$ cat config.mk
export PLATFORM = sky130hd
export DESIGN_NAME = rail_monitor
export DESIGN_NICKNAME = d
export VERILOG_FILES = /design/src/verilog/rail_mon_pkg.sv /design/src/verilog/rail_pin_sync.sv /design/src/verilog/drain_timer.sv /design/src/verilog/rail_monitor.sv
export SDC_FILE = /design/constraint.sdc
export NUM_CORES = 1
export LEC_CHECK = 0
export ABC_AREA = 1
export BUFFER_PORTS_ARGS = -buffer_cell sky130_fd_sc_hd__buf_2
export CORE_MARGIN = 2
export CORE_UTILIZATION = 48
export DETAILED_ROUTE_END_ITERATION = 8
export PLACE_DENSITY = 0.75
export SLEW_MARGIN = 20
export SYNTH_ARGS = -nofsm -noshare
export SYNTH_HDL_FRONTEND = slang
export SYNTH_SLANG_ARGS = --single-unit
$ cat constraint.sdc
create_clock -name sys_clk_i -period 4.37 [get_ports sys_clk_i]
set_clock_uncertainty 0.15 [all_clocks]
set_input_delay 0.6555 -clock sys_clk_i [delete_from_list [all_inputs] [get_ports sys_clk_i]]
set_output_delay 0.6555 -clock sys_clk_i [all_outputs]
set_load 0.005 [all_outputs]
$ cat src/verilog/rail_mon_pkg.sv
// Shared constants for the supply-rail monitor and discharge controller
`default_nettype none
package rail_mon_pkg;
	// Register bus offsets
	localparam logic [7:0] POWER_PATH_CONTROL_ADDR = 8'h1C;
	localparam logic [7:0] POWER_PATH_CONTROL_RST = 8'h60;
	localparam logic [7:0] RAIL_LIMIT_REG_ADDR = 8'h20;
	localparam logic [7:0] RAIL_LIMIT_REG_RST = 8'h00;
	localparam logic [7:0] DRAIN_STOP_L_ADDR = 8'h22;
	localparam logic [7:0] DRAIN_STOP_H_ADDR = 8'h23;
	localparam logic [7:0] ALARM_HI_L_ADDR = 8'h24;
	localparam logic [7:0] ALARM_HI_H_ADDR = 8'h25;
	localparam logic [7:0] ALARM_LO_L_ADDR = 8'h26;
	localparam logic [7:0] ALARM_LO_H_ADDR = 8'h27;
	localparam logic [7:0] STATUS_ADDR = 8'h28;
	localparam logic [7:0] FAULTS_ADDR = 8'h29;
	localparam logic [7:0] MASKS_ADDR = 8'h2A;
	localparam logic [7:0] ALERTS_ADDR = 8'h2B;
	localparam logic [7:0] REPORT_CTRL_ADDR = 8'h2C;
	localparam logic [7:0] COMMAND_ADDR = 8'h2D;
	localparam logic [7:0] CMD_ENABLE_DETECT = 8'h33;
	localparam logic [7:0] CMD_DISABLE_DETECT = 8'h22;
	// Power-path control field positions
	localparam int PPC_SAMPLING_DISABLE = 6;
	localparam int PPC_ALARM_DISABLE = 5;
	localparam int PPC_DISCONNECT_DRAIN = 4;
	localparam int PPC_FORCED_DRAIN = 2;
	localparam int PPC_VCONN_SUPPORTED = 1;
	localparam int PPC_VCONN_ENABLE = 0;
	localparam logic [7:0] PPC_WRITE_MASK = 8'h77;
	// Rail limit fields and default selector
	localparam int OV_SEL_LSB = 0;
	localparam int UV_SEL_LSB = 4;
	localparam logic [2:0] LEVEL_SEL_12P5 = 3'h0;
	// Level codes at 25 mV per step, 10 bits
	localparam logic [9:0] SAFE_ZERO_FALL_CODE = 10'h01E;
	localparam logic [9:0] SAFE_ZERO_HYST_CODE = 10'h002;
	localparam logic [9:0] PRESENT_LEVEL_CODE = 10'h0A0;
	localparam logic [9:0] DRAIN_STOP_RST = 10'h020;
	// Mask bit positions
	localparam int MSK_SAFE_ZERO = 0;
	localparam int MSK_OVERVOLT = 1;
	localparam int MSK_UNDERVOLT = 2;
	localparam int MSK_FORCED_FAIL = 3;
	localparam int MSK_DISC_FAIL = 4;
	localparam int MSK_FAULT_SUMMARY = 5;
	localparam int MSK_ALARM = 6;
	localparam logic [7:0] MASKS_RST = 8'h7F;
	// Discharge timeout
	localparam int CLK_HZ = 100_000_000;
	localparam int DRAIN_TIMEOUT_MS = 650;
	localparam int DRAIN_TIMEOUT_CYC = DRAIN_TIMEOUT_MS * (CLK_HZ / 1000);
endpackage
`default_nettype wire

$ cat src/verilog/rail_pin_sync.sv
// Three-stage input synchroniser with agreement check
`timescale 1ns/1ps
`default_nettype none
module rail_pin_sync #(
	parameter int WIDTH = 1
) (
	input wire logic sys_clk_i,
	input wire logic rst_i,
	input wire logic [WIDTH-1:0] async_i,
	output logic [WIDTH-1:0] sync_o
);
	logic [WIDTH-1:0] s1_q;
	logic [WIDTH-1:0] s2_q;
	logic [WIDTH-1:0] s3_q;

	// First stage feeds only the second
	always_ff @(posedge sys_clk_i or posedge rst_i)
	begin
		if (rst_i)
		begin
			s1_q <= '0;
			s2_q <= '0;
			s3_q <= '0;
			sync_o <= '0;
		end
		else
		begin
			s1_q <= async_i;
			s2_q <= s1_q;
			s3_q <= s2_q;
			// Change counts only when stages two and three agree
			sync_o <= (s2_q & s3_q) | (sync_o & (s2_q | s3_q));
		end
	end
endmodule // rail_pin_sync
`default_nettype wire

$ cat src/verilog/drain_timer.sv
// Discharge timeout counter
`timescale 1ns/1ps
`default_nettype none
module drain_timer #(
	parameter int TIMEOUT_CYC = 65_000_000
) (
	input wire logic sys_clk_i,
	input wire logic rst_i,
	input wire logic start_i,
	input wire logic run_i,
	output logic expired_o
);
	logic [31:0] count_q;

	// Cleared on each start, frozen once the drain stops
	always_ff @(posedge sys_clk_i or posedge rst_i)
	begin
		if (rst_i)
		begin
			count_q <= 32'h0;
			expired_o <= 1'b0;
		end
		else if (start_i)
		begin
			count_q <= 32'h0;
			expired_o <= 1'b0;
		end
		else if (run_i && !expired_o)
		begin
			count_q <= count_q + 32'h1;
			expired_o <= (count_q == 32'(TIMEOUT_CYC - 2));
		end
	end
endmodule // drain_timer
`default_nettype wire

$ cat src/verilog/rail_monitor.sv
// Supply-rail monitor, fault reporting and discharge control
`timescale 1ns/1ps
`default_nettype none
module rail_monitor
	import rail_mon_pkg::*;
#(
	parameter int TIMEOUT_CYC = DRAIN_TIMEOUT_CYC
) (
	input wire logic sys_clk_i,
	input wire logic rst_i,
	input wire logic reg_wr_i,
	input wire logic reg_rd_i,
	input wire logic [7:0] reg_addr_i,
	input wire logic [7:0] reg_wdata_i,
	output logic [7:0] reg_rdata_o,
	input wire logic [9:0] adc_code_i,
	input wire logic adc_valid_i,
	input wire logic [9:0] ov_level_i,
	input wire logic [9:0] uv_level_i,
	input wire logic disconnect_i,
	output logic source_enable_o,
	output logic drain_on_o,
	output logic [2:0] overvoltage_level_sel_o,
	output logic [2:0] undervoltage_level_sel_o,
	output logic sampling_run_o,
	output logic alert_n_o
);
	logic [7:0] ppc_q;
	logic [7:0] limit_q;
	logic [9:0] stop_q;
	logic [9:0] alarm_hi_q;
	logic [9:0] alarm_lo_q;
	logic [7:0] mask_q;
	logic [1:0] report_q;
	logic detect_q;
	logic safe_zero_q;
	logic safe_zero_d1_q;
	logic present_q;
	logic [9:0] code_q;
	logic alarm_hi_flag_q;
	logic alarm_lo_flag_q;
	logic ext_alert_q;
	logic ov_fault_q;
	logic uv_flag_q;
	logic vendor_alert_q;
	logic forced_fail_q;
	logic disc_fail_q;
	logic fault_alert_q;
	logic forced_prev_q;
	logic disc_prev_q;
	logic [7:0] wmask;
	logic ov_event;
	logic uv_event;
	logic forced_rise;
	logic disc_rise;
	logic at_stop;
	logic timer_start;
	logic timer_expired;
	logic disc_sync;
	logic alarms_on;
	logic sz_change;

	typedef enum logic [3:0] {
		DR_IDLE = 4'b0001,
		DR_FORCED = 4'b0010,
		DR_DISC = 4'b0100,
		DR_OVER = 4'b1000
	} drain_state_e;
	drain_state_e drain_q;

	rail_pin_sync #(.WIDTH(1)) u_disc_sync (
		.sys_clk_i(sys_clk_i),
		.rst_i(rst_i),
		.async_i(disconnect_i),
		.sync_o(disc_sync)
	);

	// Write-one-to-clear mask for the sticky registers
	assign wmask = reg_wdata_i;
	assign alarms_on = !ppc_q[PPC_ALARM_DISABLE] && !ppc_q[PPC_SAMPLING_DISABLE];
	assign ov_event = adc_valid_i && (adc_code_i > ov_level_i);
	assign uv_event = adc_valid_i && (adc_code_i < uv_level_i);
	assign at_stop = code_q <= stop_q;
	assign forced_rise = ppc_q[PPC_FORCED_DRAIN] && !forced_prev_q;
	assign disc_rise = disc_sync && !disc_prev_q && ppc_q[PPC_DISCONNECT_DRAIN];
	assign sz_change = safe_zero_q != safe_zero_d1_q;
	assign timer_start = (drain_q == DR_IDLE) && (forced_rise || disc_rise || ov_event);

	drain_timer #(.TIMEOUT_CYC(TIMEOUT_CYC)) u_timer (
		.sys_clk_i(sys_clk_i),
		.rst_i(rst_i),
		.start_i(timer_start),
		.run_i(drain_q != DR_IDLE),
		.expired_o(timer_expired)
	);

	// Control registers written by the manager
	always_ff @(posedge sys_clk_i or posedge rst_i)
	begin
		if (rst_i)
		begin
			ppc_q <= POWER_PATH_CONTROL_RST;
			limit_q <= RAIL_LIMIT_REG_RST;
			stop_q <= DRAIN_STOP_RST;
			alarm_hi_q <= 10'h3FF;
			alarm_lo_q <= 10'h000;
			mask_q <= MASKS_RST;
			report_q <= 2'h1;
		end
		else if (reg_wr_i)
		begin
			unique case (reg_addr_i)
				POWER_PATH_CONTROL_ADDR: ppc_q <= reg_wdata_i & PPC_WRITE_MASK;
				RAIL_LIMIT_REG_ADDR: limit_q <= reg_wdata_i & 8'h77;
				DRAIN_STOP_L_ADDR: stop_q[7:0] <= reg_wdata_i;
				DRAIN_STOP_H_ADDR: stop_q[9:8] <= reg_wdata_i[1:0];
				ALARM_HI_L_ADDR: alarm_hi_q[7:0] <= reg_wdata_i;
				ALARM_HI_H_ADDR: alarm_hi_q[9:8] <= reg_wdata_i[1:0];
				ALARM_LO_L_ADDR: alarm_lo_q[7:0] <= reg_wdata_i;
				ALARM_LO_H_ADDR: alarm_lo_q[9:8] <= reg_wdata_i[1:0];
				MASKS_ADDR: mask_q <= reg_wdata_i & 8'h7F;
				REPORT_CTRL_ADDR: report_q <= reg_wdata_i[1:0];
				default: ;
			endcase
		end
	end

	// Detection commands; command shares no storage
	always_ff @(posedge sys_clk_i or posedge rst_i)
	begin
		if (rst_i)
			detect_q <= 1'b0;
		else if (reg_wr_i && reg_addr_i == COMMAND_ADDR && reg_wdata_i == CMD_ENABLE_DETECT)
			detect_q <= 1'b1;
		else if (reg_wr_i && reg_addr_i == COMMAND_ADDR && reg_wdata_i == CMD_DISABLE_DETECT)
			detect_q <= 1'b0;
	end

	// Latest sample; safe-zero comparator with hysteresis, presence comparator without
	always_ff @(posedge sys_clk_i or posedge rst_i)
	begin
		if (rst_i)
		begin
			code_q <= 10'h3FF;
			safe_zero_q <= 1'b0;
			safe_zero_d1_q <= 1'b0;
			present_q <= 1'b0;
		end
		else
		begin
			safe_zero_d1_q <= safe_zero_q;
			if (adc_valid_i)
				code_q <= adc_code_i;
			if (!detect_q)
			begin
				safe_zero_q <= 1'b0;
				present_q <= 1'b0;
			end
			else if (adc_valid_i)
			begin
				// Falls at 0.75V, releases 50mV higher
				if (adc_code_i <= SAFE_ZERO_FALL_CODE)
					safe_zero_q <= 1'b1;
				else if (adc_code_i > SAFE_ZERO_FALL_CODE + SAFE_ZERO_HYST_CODE)
					safe_zero_q <= 1'b0;
				present_q <= adc_code_i > PRESENT_LEVEL_CODE;
			end
		end
	end

	// Sticky flags: a set wins over a same-cycle clear
	always_ff @(posedge sys_clk_i or posedge rst_i)
	begin
		if (rst_i)
		begin
			alarm_hi_flag_q <= 1'b0;
			alarm_lo_flag_q <= 1'b0;
			ext_alert_q <= 1'b0;
			ov_fault_q <= 1'b0;
			uv_flag_q <= 1'b0;
			vendor_alert_q <= 1'b0;
			forced_fail_q <= 1'b0;
			disc_fail_q <= 1'b0;
			fault_alert_q <= 1'b0;
		end
		else
		begin
			if (alarms_on && adc_valid_i && adc_code_i > alarm_hi_q)
				alarm_hi_flag_q <= 1'b1;
			else if (reg_wr_i && reg_addr_i == FAULTS_ADDR && wmask[6])
				alarm_hi_flag_q <= 1'b0;
			if (alarms_on && adc_valid_i && adc_code_i < alarm_lo_q)
				alarm_lo_flag_q <= 1'b1;
			else if (reg_wr_i && reg_addr_i == FAULTS_ADDR && wmask[7])
				alarm_lo_flag_q <= 1'b0;
			if (sz_change && mask_q[MSK_SAFE_ZERO])
				ext_alert_q <= 1'b1;
			else if (reg_wr_i && reg_addr_i == ALERTS_ADDR && wmask[0])
				ext_alert_q <= 1'b0;
			if (ov_event && report_q[0])
				ov_fault_q <= 1'b1;
			else if (reg_wr_i && reg_addr_i == FAULTS_ADDR && wmask[0])
				ov_fault_q <= 1'b0;
			if (uv_event)
				uv_flag_q <= 1'b1;
			else if (reg_wr_i && reg_addr_i == FAULTS_ADDR && wmask[1])
				uv_flag_q <= 1'b0;
			if (uv_event && mask_q[MSK_UNDERVOLT])
				vendor_alert_q <= 1'b1;
			else if (reg_wr_i && reg_addr_i == ALERTS_ADDR && wmask[2])
				vendor_alert_q <= 1'b0;
			if (drain_q == DR_FORCED && timer_expired)
				forced_fail_q <= 1'b1;
			else if (reg_wr_i && reg_addr_i == FAULTS_ADDR && wmask[2])
				forced_fail_q <= 1'b0;
			if (drain_q == DR_DISC && timer_expired)
				disc_fail_q <= 1'b1;
			else if (reg_wr_i && reg_addr_i == FAULTS_ADDR && wmask[3])
				disc_fail_q <= 1'b0;
			if ((ov_event && report_q[0] && mask_q[MSK_OVERVOLT]) ||
				(drain_q == DR_FORCED && timer_expired && mask_q[MSK_FORCED_FAIL]) ||
				(drain_q == DR_DISC && timer_expired && mask_q[MSK_DISC_FAIL]))
				fault_alert_q <= 1'b1;
			else if (reg_wr_i && reg_addr_i == ALERTS_ADDR && wmask[1])
				fault_alert_q <= 1'b0;
		end
	end

	// Edge history for the forced-drain enable and disconnect
	always_ff @(posedge sys_clk_i or posedge rst_i)
	begin
		if (rst_i)
		begin
			forced_prev_q <= 1'b0;
			disc_prev_q <= 1'b0;
		end
		else
		begin
			forced_prev_q <= ppc_q[PPC_FORCED_DRAIN];
			disc_prev_q <= disc_sync;
		end
	end

	// Drain sequencer; overvoltage takes priority when idle
	always_ff @(posedge sys_clk_i or posedge rst_i)
	begin
		if (rst_i)
			drain_q <= DR_IDLE;
		else
		begin
			unique case (drain_q)
				DR_IDLE:
					if (ov_event)
						drain_q <= DR_OVER;
					else if (forced_rise)
						drain_q <= DR_FORCED;
					else if (disc_rise)
						drain_q <= DR_DISC;
				DR_FORCED, DR_DISC, DR_OVER:
					// Stop at level or on timeout, enable bits untouched
					if (at_stop || timer_expired)
						drain_q <= DR_IDLE;
				default: drain_q <= DR_IDLE;
			endcase
		end
	end

	// Sourcing off on overvoltage or, with disconnect drain enabled, on disconnect; back on by itself once the sequencer is idle and disconnect is low
	always_ff @(posedge sys_clk_i or posedge rst_i)
	begin
		if (rst_i)
		begin
			source_enable_o <= 1'b0;
			drain_on_o <= 1'b0;
		end
		else
		begin
			if (ov_event || disc_rise)
				source_enable_o <= 1'b0;
			else if (drain_q == DR_IDLE && !disc_sync)
				source_enable_o <= 1'b1;
			drain_on_o <= (drain_q != DR_IDLE) && !at_stop && !timer_expired;
		end
	end

	// Registered pin-side outputs; alert is active low
	always_ff @(posedge sys_clk_i or posedge rst_i)
	begin
		if (rst_i)
		begin
			overvoltage_level_sel_o <= LEVEL_SEL_12P5;
			undervoltage_level_sel_o <= LEVEL_SEL_12P5;
			sampling_run_o <= 1'b0;
			alert_n_o <= 1'b1;
		end
		else
		begin
			overvoltage_level_sel_o <= limit_q[OV_SEL_LSB +: 3];
			undervoltage_level_sel_o <= limit_q[UV_SEL_LSB +: 3];
			sampling_run_o <= !ppc_q[PPC_SAMPLING_DISABLE];
			alert_n_o <= !((fault_alert_q && mask_q[MSK_FAULT_SUMMARY]) ||
				vendor_alert_q || ext_alert_q ||
				((alarm_hi_flag_q || alarm_lo_flag_q) && mask_q[MSK_ALARM]));
		end
	end

	// Read port, registered
	always_ff @(posedge sys_clk_i or posedge rst_i)
	begin
		if (rst_i)
			reg_rdata_o <= 8'h00;
		else if (reg_rd_i)
		begin
			unique case (reg_addr_i)
				POWER_PATH_CONTROL_ADDR: reg_rdata_o <= ppc_q;
				RAIL_LIMIT_REG_ADDR: reg_rdata_o <= limit_q;
				DRAIN_STOP_L_ADDR: reg_rdata_o <= stop_q[7:0];
				DRAIN_STOP_H_ADDR: reg_rdata_o <= {6'h00, stop_q[9:8]};
				ALARM_HI_L_ADDR: reg_rdata_o <= alarm_hi_q[7:0];
				ALARM_HI_H_ADDR: reg_rdata_o <= {6'h00, alarm_hi_q[9:8]};
				ALARM_LO_L_ADDR: reg_rdata_o <= alarm_lo_q[7:0];
				ALARM_LO_H_ADDR: reg_rdata_o <= {6'h00, alarm_lo_q[9:8]};
				STATUS_ADDR: reg_rdata_o <= {4'h0, drain_q != DR_IDLE, present_q,
					detect_q, safe_zero_q};
				FAULTS_ADDR: reg_rdata_o <= {alarm_lo_flag_q, alarm_hi_flag_q, 2'h0,
					disc_fail_q, forced_fail_q, uv_flag_q, ov_fault_q};
				MASKS_ADDR: reg_rdata_o <= mask_q;
				ALERTS_ADDR: reg_rdata_o <= {5'h00, vendor_alert_q, fault_alert_q,
					ext_alert_q};
				REPORT_CTRL_ADDR: reg_rdata_o <= {6'h00, report_q};
				default: reg_rdata_o <= 8'h00;
			endcase
		end
	end

	// Checks beside the logic
	property p_cmd_enable;
		@(posedge sys_clk_i) disable iff (rst_i)
		(reg_wr_i && reg_addr_i == COMMAND_ADDR && reg_wdata_i == CMD_ENABLE_DETECT) |=> detect_q;
	endproperty
	a_cmd_enable: assert property (p_cmd_enable) else $error("enable command ignored");

	property p_cmd_disable;
		@(posedge sys_clk_i) disable iff (rst_i)
		(reg_wr_i && reg_addr_i == COMMAND_ADDR && reg_wdata_i == CMD_DISABLE_DETECT) |=> !detect_q;
	endproperty
	a_cmd_disable: assert property (p_cmd_disable) else $error("disable command ignored");

	property p_sz_valid;
		@(posedge sys_clk_i) disable iff (rst_i)
		!detect_q |=> !safe_zero_q && !present_q;
	endproperty
	a_sz_valid: assert property (p_sz_valid) else $error("status set while not detecting");

	property p_ov_source;
		@(posedge sys_clk_i) disable iff (rst_i)
		ov_event |=> !source_enable_o;
	endproperty
	a_ov_source: assert property (p_ov_source) else $error("source on after overvoltage");

	property p_forced_start;
		@(posedge sys_clk_i) disable iff (rst_i)
		(forced_rise && drain_q == DR_IDLE && !ov_event) |=> drain_q == DR_FORCED;
	endproperty
	a_forced_start: assert property (p_forced_start) else $error("forced drain not started");

	property p_stop_keeps_enable;
		@(posedge sys_clk_i) disable iff (rst_i)
		(drain_q == DR_FORCED && at_stop && !reg_wr_i) |=> drain_q == DR_IDLE &&
			$stable(ppc_q);
	endproperty
	a_stop_keeps_enable: assert property (p_stop_keeps_enable) else $error("stop misbehaved");

	property p_forced_fail;
		@(posedge sys_clk_i) disable iff (rst_i)
		(drain_q == DR_FORCED && timer_expired) |=> forced_fail_q && drain_q == DR_IDLE;
	endproperty
	a_forced_fail: assert property (p_forced_fail) else $error("forced timeout not flagged");

	property p_disc_fail;
		@(posedge sys_clk_i) disable iff (rst_i)
		(drain_q == DR_DISC && timer_expired) |=> disc_fail_q && drain_q == DR_IDLE;
	endproperty
	a_disc_fail: assert property (p_disc_fail) else $error("disconnect timeout not flagged");

	property p_ext_alert;
		@(posedge sys_clk_i) disable iff (rst_i)
		(sz_change && mask_q[MSK_SAFE_ZERO]) |=> ext_alert_q;
	endproperty
	a_ext_alert: assert property (p_ext_alert) else $error("extended alert missed");
endmodule // rail_monitor
`default_nettype wire

==> impl_metrics.json, run 1 <==
{
  "status": "complete, no violations",
  "maxCapViolCount": 0,
  "met3_length_um": 1130,
  "peakVddDrop_uv": 277,
  "tns_ns": 0,
  "synth_top_family_by_area": "simple AND/OR/NAND/NOR gates",
  "cts_resized": 0,
  "layout-drive-gt1-share_pct": 19.4,
  "crit_type": "primary input to flip-flop",
  "cts_tree": "done",
  "clkSinkCount": 135,
  "wl_met1_um": 8660,
  "total_power_mw": 3.42,
  "core_area_um2": 16500,
  "clk_pin_slew_ns": 0.06,
  "highest_layer": "met4",
  "antenna_found_initial": 0,
  "yosys_warnings": 0,
  "synth_nets": 1126,
  "final_util_pct": 55.5,
  "drc": 0,
  "synth_fa_ha_area_share_pct": 7.89,
  "muxShareOfSynthArea_pct": 0,
  "fmax_mhz": 413,
  "crit_fanout": 43,
  "chipWidth_um": 134,
  "htreeDepth": 4,
  "fin_crit_sh_pct": 55.4,
  "post_cts_buffers": 0,
  "grt_usage_pct": 24.3,
  "numCtsBuffers": 17,
  "hold_path_class": "primary input to flip-flop",
  "start_util_pct": 48.8,
  "die_y_um": 134,
  "grt-ovfl-total": 0,
  "fin_ws_ns": 1.95,
  "ff_latch_area_um2": 3420,
  "cts.path.max_buffers": 2,
  "cts-hold-fix-buffers": 0,
  "relSlewSlack_pct": 35.7,
  "gp_congestion": 0.904,
  "vias": 7045,
  "synth-simple-area-share_pct": 30.7,
  "grt_setup_unrepaired": "no",
  "fin_crit_ns": 2.42,
  "dp_hpwl_um": 15000,
  "p_per_area_nw_per_um2": 373,
  "fin_nets": 1196,
  "slew_viol_final": 0,
  "synth_compound_area_share_pct": 8.65,
  "syn_to_final_growth_pct": 13.9,
  "floorplan.rows": 47,
  "yosysSeqAreaShare_pct": 42.4,
  "grt_pass1_vias": 6814,
  "drt-pass1-iter-count": 5,
  "drt_iter0_drc": 522,
  "ioPinCount": 70,
  "critPathArrivalTime_ns": 2.59,
  "synth_cells": 1024,
  "wl_per_cell_um": 15.3,
  "viasPerCell": 5.31,
  "synth_edf_count": 0,
  "worstMarginPinSlew_ns": 0.963,
  "dieArea_um2": 17800,
  "setup_viol": 0,
  "wl_met2_um": 10000,
  "p_leak_nw": 4.39,
  "worst_skew_pair.late_latency_ns": 0.42,
  "postRouteAntennaNets": 0,
  "port_buffers": 69,
  "wirelength_um": 20300,
  "syn_area_um2": 8060,
  "ys_types": 44,
  "cp-start-kind": "primary input",
  "fin_hold_ws_ns": 0.194,
  "cp-end-kind": "flip-flop",
  "finalHoldViolCount": 0,
  "antennaDiodeCount": 0,
  "avgSynthCellArea_um2": 7.87,
  "synth_flop_cell": "dfrtp_1",
  "synth-seq-cells": 135,
  "synthXorXnorAreaFrac_pct": 1.96,
  "cts-root-buf": "clkbuf_16",
  "grt_pass1_wl_um": 34000,
  "nFillCells": 1552,
  "async_flop_share_pct": 100,
  "grt_max_degree": 86,
  "pre_cts_ws_ns": 1.58,
  "multi_input_area_um2": 3960,
  "worstPathRequired_ns": 4.54
}
[stage by stage]
step,std cells,instance area [µm²]
after floorplan,1024,8060
after global placement,1295,8570
after detailed placement,1295,8570
after CTS,1327,9180
after global routing,1327,9180
final,1327,9180
[report_power, final]
group          internal [mW]  switching (mW)
clock                  0.903           0.529
sequential              1.35          0.0704
combinational          0.175           0.393
[cell type report]
cell class | count | share of cell area, %
clock buffer | 28 | 6.32
clock inverter | 4 | 0.259
inverter | 146 | 6.08
multi-input combinational | 723 | 43.2
sequential | 135 | 37.3
tap | 220 | 3.00
timing repair buffer | 71 | 3.93
[cell usage in the layout, fill, tap and decap left out, types with 4 or more instances in the layout]
master / n
a21oi_1: 19
buf_2: 69
clkbuf_16: 20
clkbuf_8: 5
dfrtp_1: 102
dfstp_2: 33
ha_1: 50
inv_1: 136
inv_2: 7
nand2_1: 256
nand2_2: 13
nand3_1: 70
nand3b_1: 4
nand4_1: 22
nor2_1: 81
nor2_2: 34
nor2_4: 11
nor3_1: 14
o211ai_1: 4
o21ai_0: 67
o21ai_1: 23
xnor2_1: 9
xor2_1: 9
[state kept, by name, summed over array words and instances (netlist names), 2 cells and up]
name,flops
alarm_hi_q,10
undervoltage_level_sel_o,3
u_timer.count_q,32
report_q,2
ppc_q,6
overvoltage_level_sel_o,3
drain_q,4
limit_q,6
reg_rdata_o,8
mask_q,7
stop_q,10
code_q,10
alarm_lo_q,10
[cell usage after synthesis (9+ instances only)]
master	number	share of area (%)
xor2_1	9	0.98
inv_1	137	6.4
nor2_2	34	2.6
nand2_2	13	1.0
dfrtp_1	102	32
o21ai_0	67	4.2
nor2_4	11	1.5
nor3_1	14	0.87
nand3_1	70	4.3
a21oi_1	19	1.2
nand2_1	256	12
dfstp_2	33	11
o21ai_1	23	1.4
nand4_1	22	1.7
ha_1	50	7.8
nor2_1	81	3.8
xnor2_1	9	0.98
[routing by layer]
metal / vias up / GRT usage (%)
li1: 3425 / -
met1: 3340 / 30.9
met2: 230 / 41.3
met3: 50 / 5.18
met4: 0 / 8.33
met5: - / 0
[path summary, 6_finish.rpt]
path	from	endpoint	slack, ns	depth (start not counted)
worst max-delay path	reg_addr_i[4]	alarm_lo_q[7]$_DFFE_PP0P_	1.95	6
worst min-delay path	disconnect_i	u_disc_sync.s1_q$_DFF_PP0_	0.19	1
worst max register to register	stop_q[5]$_DFFE_PP1P_	drain_q[1]$_DFFE_PP0P_	2.18	9
worst min register to register	u_disc_sync.s1_q$_DFF_PP0_	u_disc_sync.s2_q$_DFF_PP0_	0.19	0
max in group asynchronous	rst_i	code_q[2]$_DFFE_PP1P_	2.92	3
min in group asynchronous	rst_i	u_timer.count_q[6]$_DFFE_PP0P_	0.21	2
[worst max-delay path, cell delays in order]
cell and delay, ns:
buf_2 0.10, inv_1 0.04, nand2_1 0.07, nor2_4 0.70, nand3_1 0.61, o21ai_0 0.39
[cells by family after synthesis]
group | count (synthesis)
AO/OA/AOI/OAI | 129
XOR/XNOR | 18
adder cells (fa/ha/maj) | 51
buffers and inverters | 166
flip-flops | 135
AND/OR/NAND/NOR | 525
Note: power is estimated with default switching activity, not from simulation.
==> inputs of run 2 (changes only) <==
--- a/config.mk
+++ b/config.mk
@@ -5,7 +5,7 @@
 export SDC_FILE = /design/constraint.sdc
 export NUM_CORES = 1
 export LEC_CHECK = 0
-export ABC_AREA = 1
+export ABC_AREA = 0
 export BUFFER_PORTS_ARGS = -buffer_cell sky130_fd_sc_hd__buf_2
 export CORE_MARGIN = 2
 export CORE_UTILIZATION = 48
==> constraint.sdc (replaced) <==
create_clock -name sys_clk_i -period 2 [get_ports sys_clk_i]
set_clock_uncertainty 0.15 [all_clocks]
set_input_delay 0.3 -clock sys_clk_i [delete_from_list [all_inputs] [get_ports sys_clk_i]]
set_output_delay 0.3 -clock sys_clk_i [all_outputs]
set_load 0.005 [all_outputs]
==> run 2 against run 1 <==
  * The flow now finishes with violations (setup timing)
  * Combinational power grew to 2.9 times the previous value
  * Non-clock buffer count grew 89
  * Area after synthesis is 6.4% lower
  * Sequential share of layout area is 1.9 points lower
  * Power is 130% higher
  * Synthesized cell count decreased by 28%
  * Count of clock-buffer cells in the layout down 9
  * Register-to-register slack worse by 2.3 ns
  * Critical path type is now flip-flop to flip-flop
  * Design area grew 5.4%
==> impl_metrics.json, run 2 <==
{
  "worstPathCellList": "inv_1 -> ha_4 -> a21oi_2 -> o21ai_2 -> a2111oi_4 -> nor2_4 -> a32o_1",
  "synth_flop_cell": "dfrtp_1",
  "met3_length_um": 1250,
  "yosysTopAreaCell": "dfrtp_1",
  "final_util_pct": 63.4,
  "final_cell_mix": "dfrtp_1 (102), buf_4 (84), buf_2 (69)",
  "gp_congestion": 0.919,
  "worstSetupStartpoint": "stop_q[3]$_DFFE_PP0P_",
  "fin_crit_sh_pct": 105,
  "critPathBufInv": 1,
  "yosys-top-cells-area": "dfrtp_1 (34%), dfstp_2 (11%), ha_1 (8.3%)",
  "layout_commonest_cell": "dfrtp_1",
  "setup_viol": 4,
  "crit_family": "compound AO/OA/AOI/OAI gates",
  "final_cell_area_um2": 9680,
  "fin_ws_ns": -0.0980,
  "crit_type": "flip-flop to flip-flop",
  "worstMarginPinSlew_ns": 0.472,
  "numCtsBuffers": 17,
  "synth-seq-cells": 135,
  "r2r_end": "drain_q[2]$_DFFE_PP0P_",
  "final_cells": 1112,
  "critPathArrivalTime_ns": 2.26,
  "start_util_pct": 49.5,
  "fin_nets": 990,
  "postRouteAntennaNets": 0,
  "rrSetupSlack_ns": -0.1,
  "cts-root-buf": "clkbuf_16",
  "grt_setup_unrepaired": "yes",
  "nFillCells": 1199,
  "cts.path.max_buffers": 2,
  "wl_met2_um": 10400,
  "violations": "setup timing",
  "async_flop_share_pct": 100,
  "synth_edf_count": 0,
  "highest_layer": "met4",
  "syn_to_final_growth_pct": 28.2,
  "rr_startpoint": "stop_q[3]$_DFFE_PP0P_",
  "status": "complete, but fails checks",
  "cp-start-kind": "flip-flop",
  "htreeDepth": 4,
  "yosys_warnings": 0,
  "wirelength_um": 21100,
  "cp-end-kind": "flip-flop",
  "dp_hpwl_um": 15300,
  "antennaDiodeCount": 0,
  "p_per_area_nw_per_um2": 823,
  "viasPerCell": 5.78,
  "finalHoldViolCount": 0,
  "synth_top_area_share_pct": 33.8,
  "tns_ns": -0.303,
  "maxCapViolCount": 0,
  "layout-drive-gt1-share_pct": 36.7,
  "drt-pass1-iter-count": 6,
  "wl_per_cell_um": 19.0,
  "fmax_mhz": 477,
  "grt_max_degree": 77,
  "port_buffers": 69,
  "hold_start": "adc_code_i[1]",
  "synth_nets": 835,
  "path_depth": 7,
  "yosysSeqAreaShare_pct": 45.3,
  "hold_path_class": "primary input to flip-flop",
  "grt_pass1_wl_um": 33800,
  "clk_pin_slew_ns": 0.06,
  "max_stage_delay_ns": 0.47,
  "grt-ovfl-total": 0,
  "place_inst": 1077,
  "floorplan.rows": 45,
  "die_y_um": 129,
  "worst_skew_pair.late_latency_ns": 0.43,
  "place_area_um2": 8920,
  "clkSinkCount": 135,
  "grt_pass1_vias": 6525,
  "regMostFlops": "u_timer.count_q",
  "core_area_um2": 15300,
  "rr_worst_depth": 7,
  "chipWidth_um": 129,
  "cts_tree": "done",
  "crit_fanout": 4,
  "pre_cts_ws_ns": -0.233,
  "worstPathRequired_ns": 2.17,
  "slew_viol_final": 0,
  "largest_reg_flops": 32,
  "drc": 0,
  "fin_crit_ns": 2.10,
  "avgSynthCellArea_um2": 10.3,
  "dieArea_um2": 16700,
  "ys_types": 65,
  "grt_usage_pct": 26.5,
  "worstSetupEndpoint": "drain_q[2]$_DFFE_PP0P_",
  "ioPinCount": 70,
  "relSlewSlack_pct": 67.7,
  "ys_top_cells_by_count": "dfrtp_1 (102), inv_1 (58), nand2_1 (56), mux2_2 (55), ha_1 (50)",
  "yosys.cell_count.top_type": "dfrtp_1",
  "syn_area_um2": 7550,
  "antenna_found_initial": 0,
  "crit_slowest_cell": "a2111oi_4",
  "p_leak_nw": 4.40,
  "wl_met1_um": 8710,
  "peakVddDrop_uv": 680,
  "synth_cells": 733,
  "vias": 6426,
  "drt_iter0_drc": 548
}
==> run 2: cell types whose count changed in the layout (fill, tap and decap cells not counted), moves of 46 or more <==
cell     change
buf_4       +82
inv_1       -84
mux2_2      +55
nand2_1    -201
nand3_1     -50
nor2_1      -46
==> run 2: stage by stage <==
| step | hold slack [ns] | power [mW] |
|---|---|---|
| after global routing | 0.0415 | 8.35 |
| after CTS | 0.0264 | 7.92 |
| after floorplan | 0.181 | 4.09 |
| after global placement | 0.185 | 4.73 |
| after detailed placement | 0.186 | 4.77 |
| final | 0.0352 | 7.97 |
==> run 2: worst min-delay path by stage <==
stage | depth (start not counted) | end | slack (ns)
floorplan | 0 | u_disc_sync.s2_q$_DFF_PP0_ | 0.18
global placement | 0 | u_disc_sync.s2_q$_DFF_PP0_ | 0.18
detailed placement | 0 | u_disc_sync.s2_q$_DFF_PP0_ | 0.19
CTS | 2 | code_q[1]$_DFFE_PP1P_ | 0.03
global route | 2 | code_q[1]$_DFFE_PP1P_ | 0.04
finish | 2 | code_q[1]$_DFFE_PP1P_ | 0.04
==> run 2: cell type report <==
class	count	area (µm²)	share of cell area, %
multi-input cells	516	4080	42.2
repair buffers	160	1090	11.2
flip-flops and latches	135	3420	35.3
clock inverters	13	146	1.51
inverters	58	244	2.52
clock buffers	19	433	4.47
well taps	211	264	2.73
==> run 2: routing by layer <==
metal | track usage, % | up-vias
met5 | 0 | -
met4 | 12.3 | 0
met3 | 5.45 | 54
met2 | 43.7 | 226
met1 | 33.7 | 3170
li1 | - | 2976
==> run 2: kinds of logic (layout without fill, tap and decap cells) <==
logic type	count (synthesis)	after routing	share of synthesized area [%]
xor+xnor	26	26	3.02
simple gates	226	226	16.7
fa+ha+maj	51	51	8.42
compound gates	147	147	12.3
buf+inv	82	250	4.13
flops	135	135	45.3
mux	66	66	10.2
==> run 2: repair_timing <==
item | CTS | global route
hold buffers | 2 | 0
setup endpoints to repair | 18 | 21
hold endpoints to repair | 103 | 0
setup buffers | 0 | 1
resized for setup | 9 | 14
pin swaps | 6 | 3
==> run 2: where the power goes <==
group | total (mW) | switching, mW | leakage (nW) | internal (mW)
Sequential | 3.23 | 0.213 | 1.68 | 3.01
Clock | 3.09 | 1.25 | 0.279 | 1.85
Combinational | 1.65 | 0.892 | 2.43 | 0.756
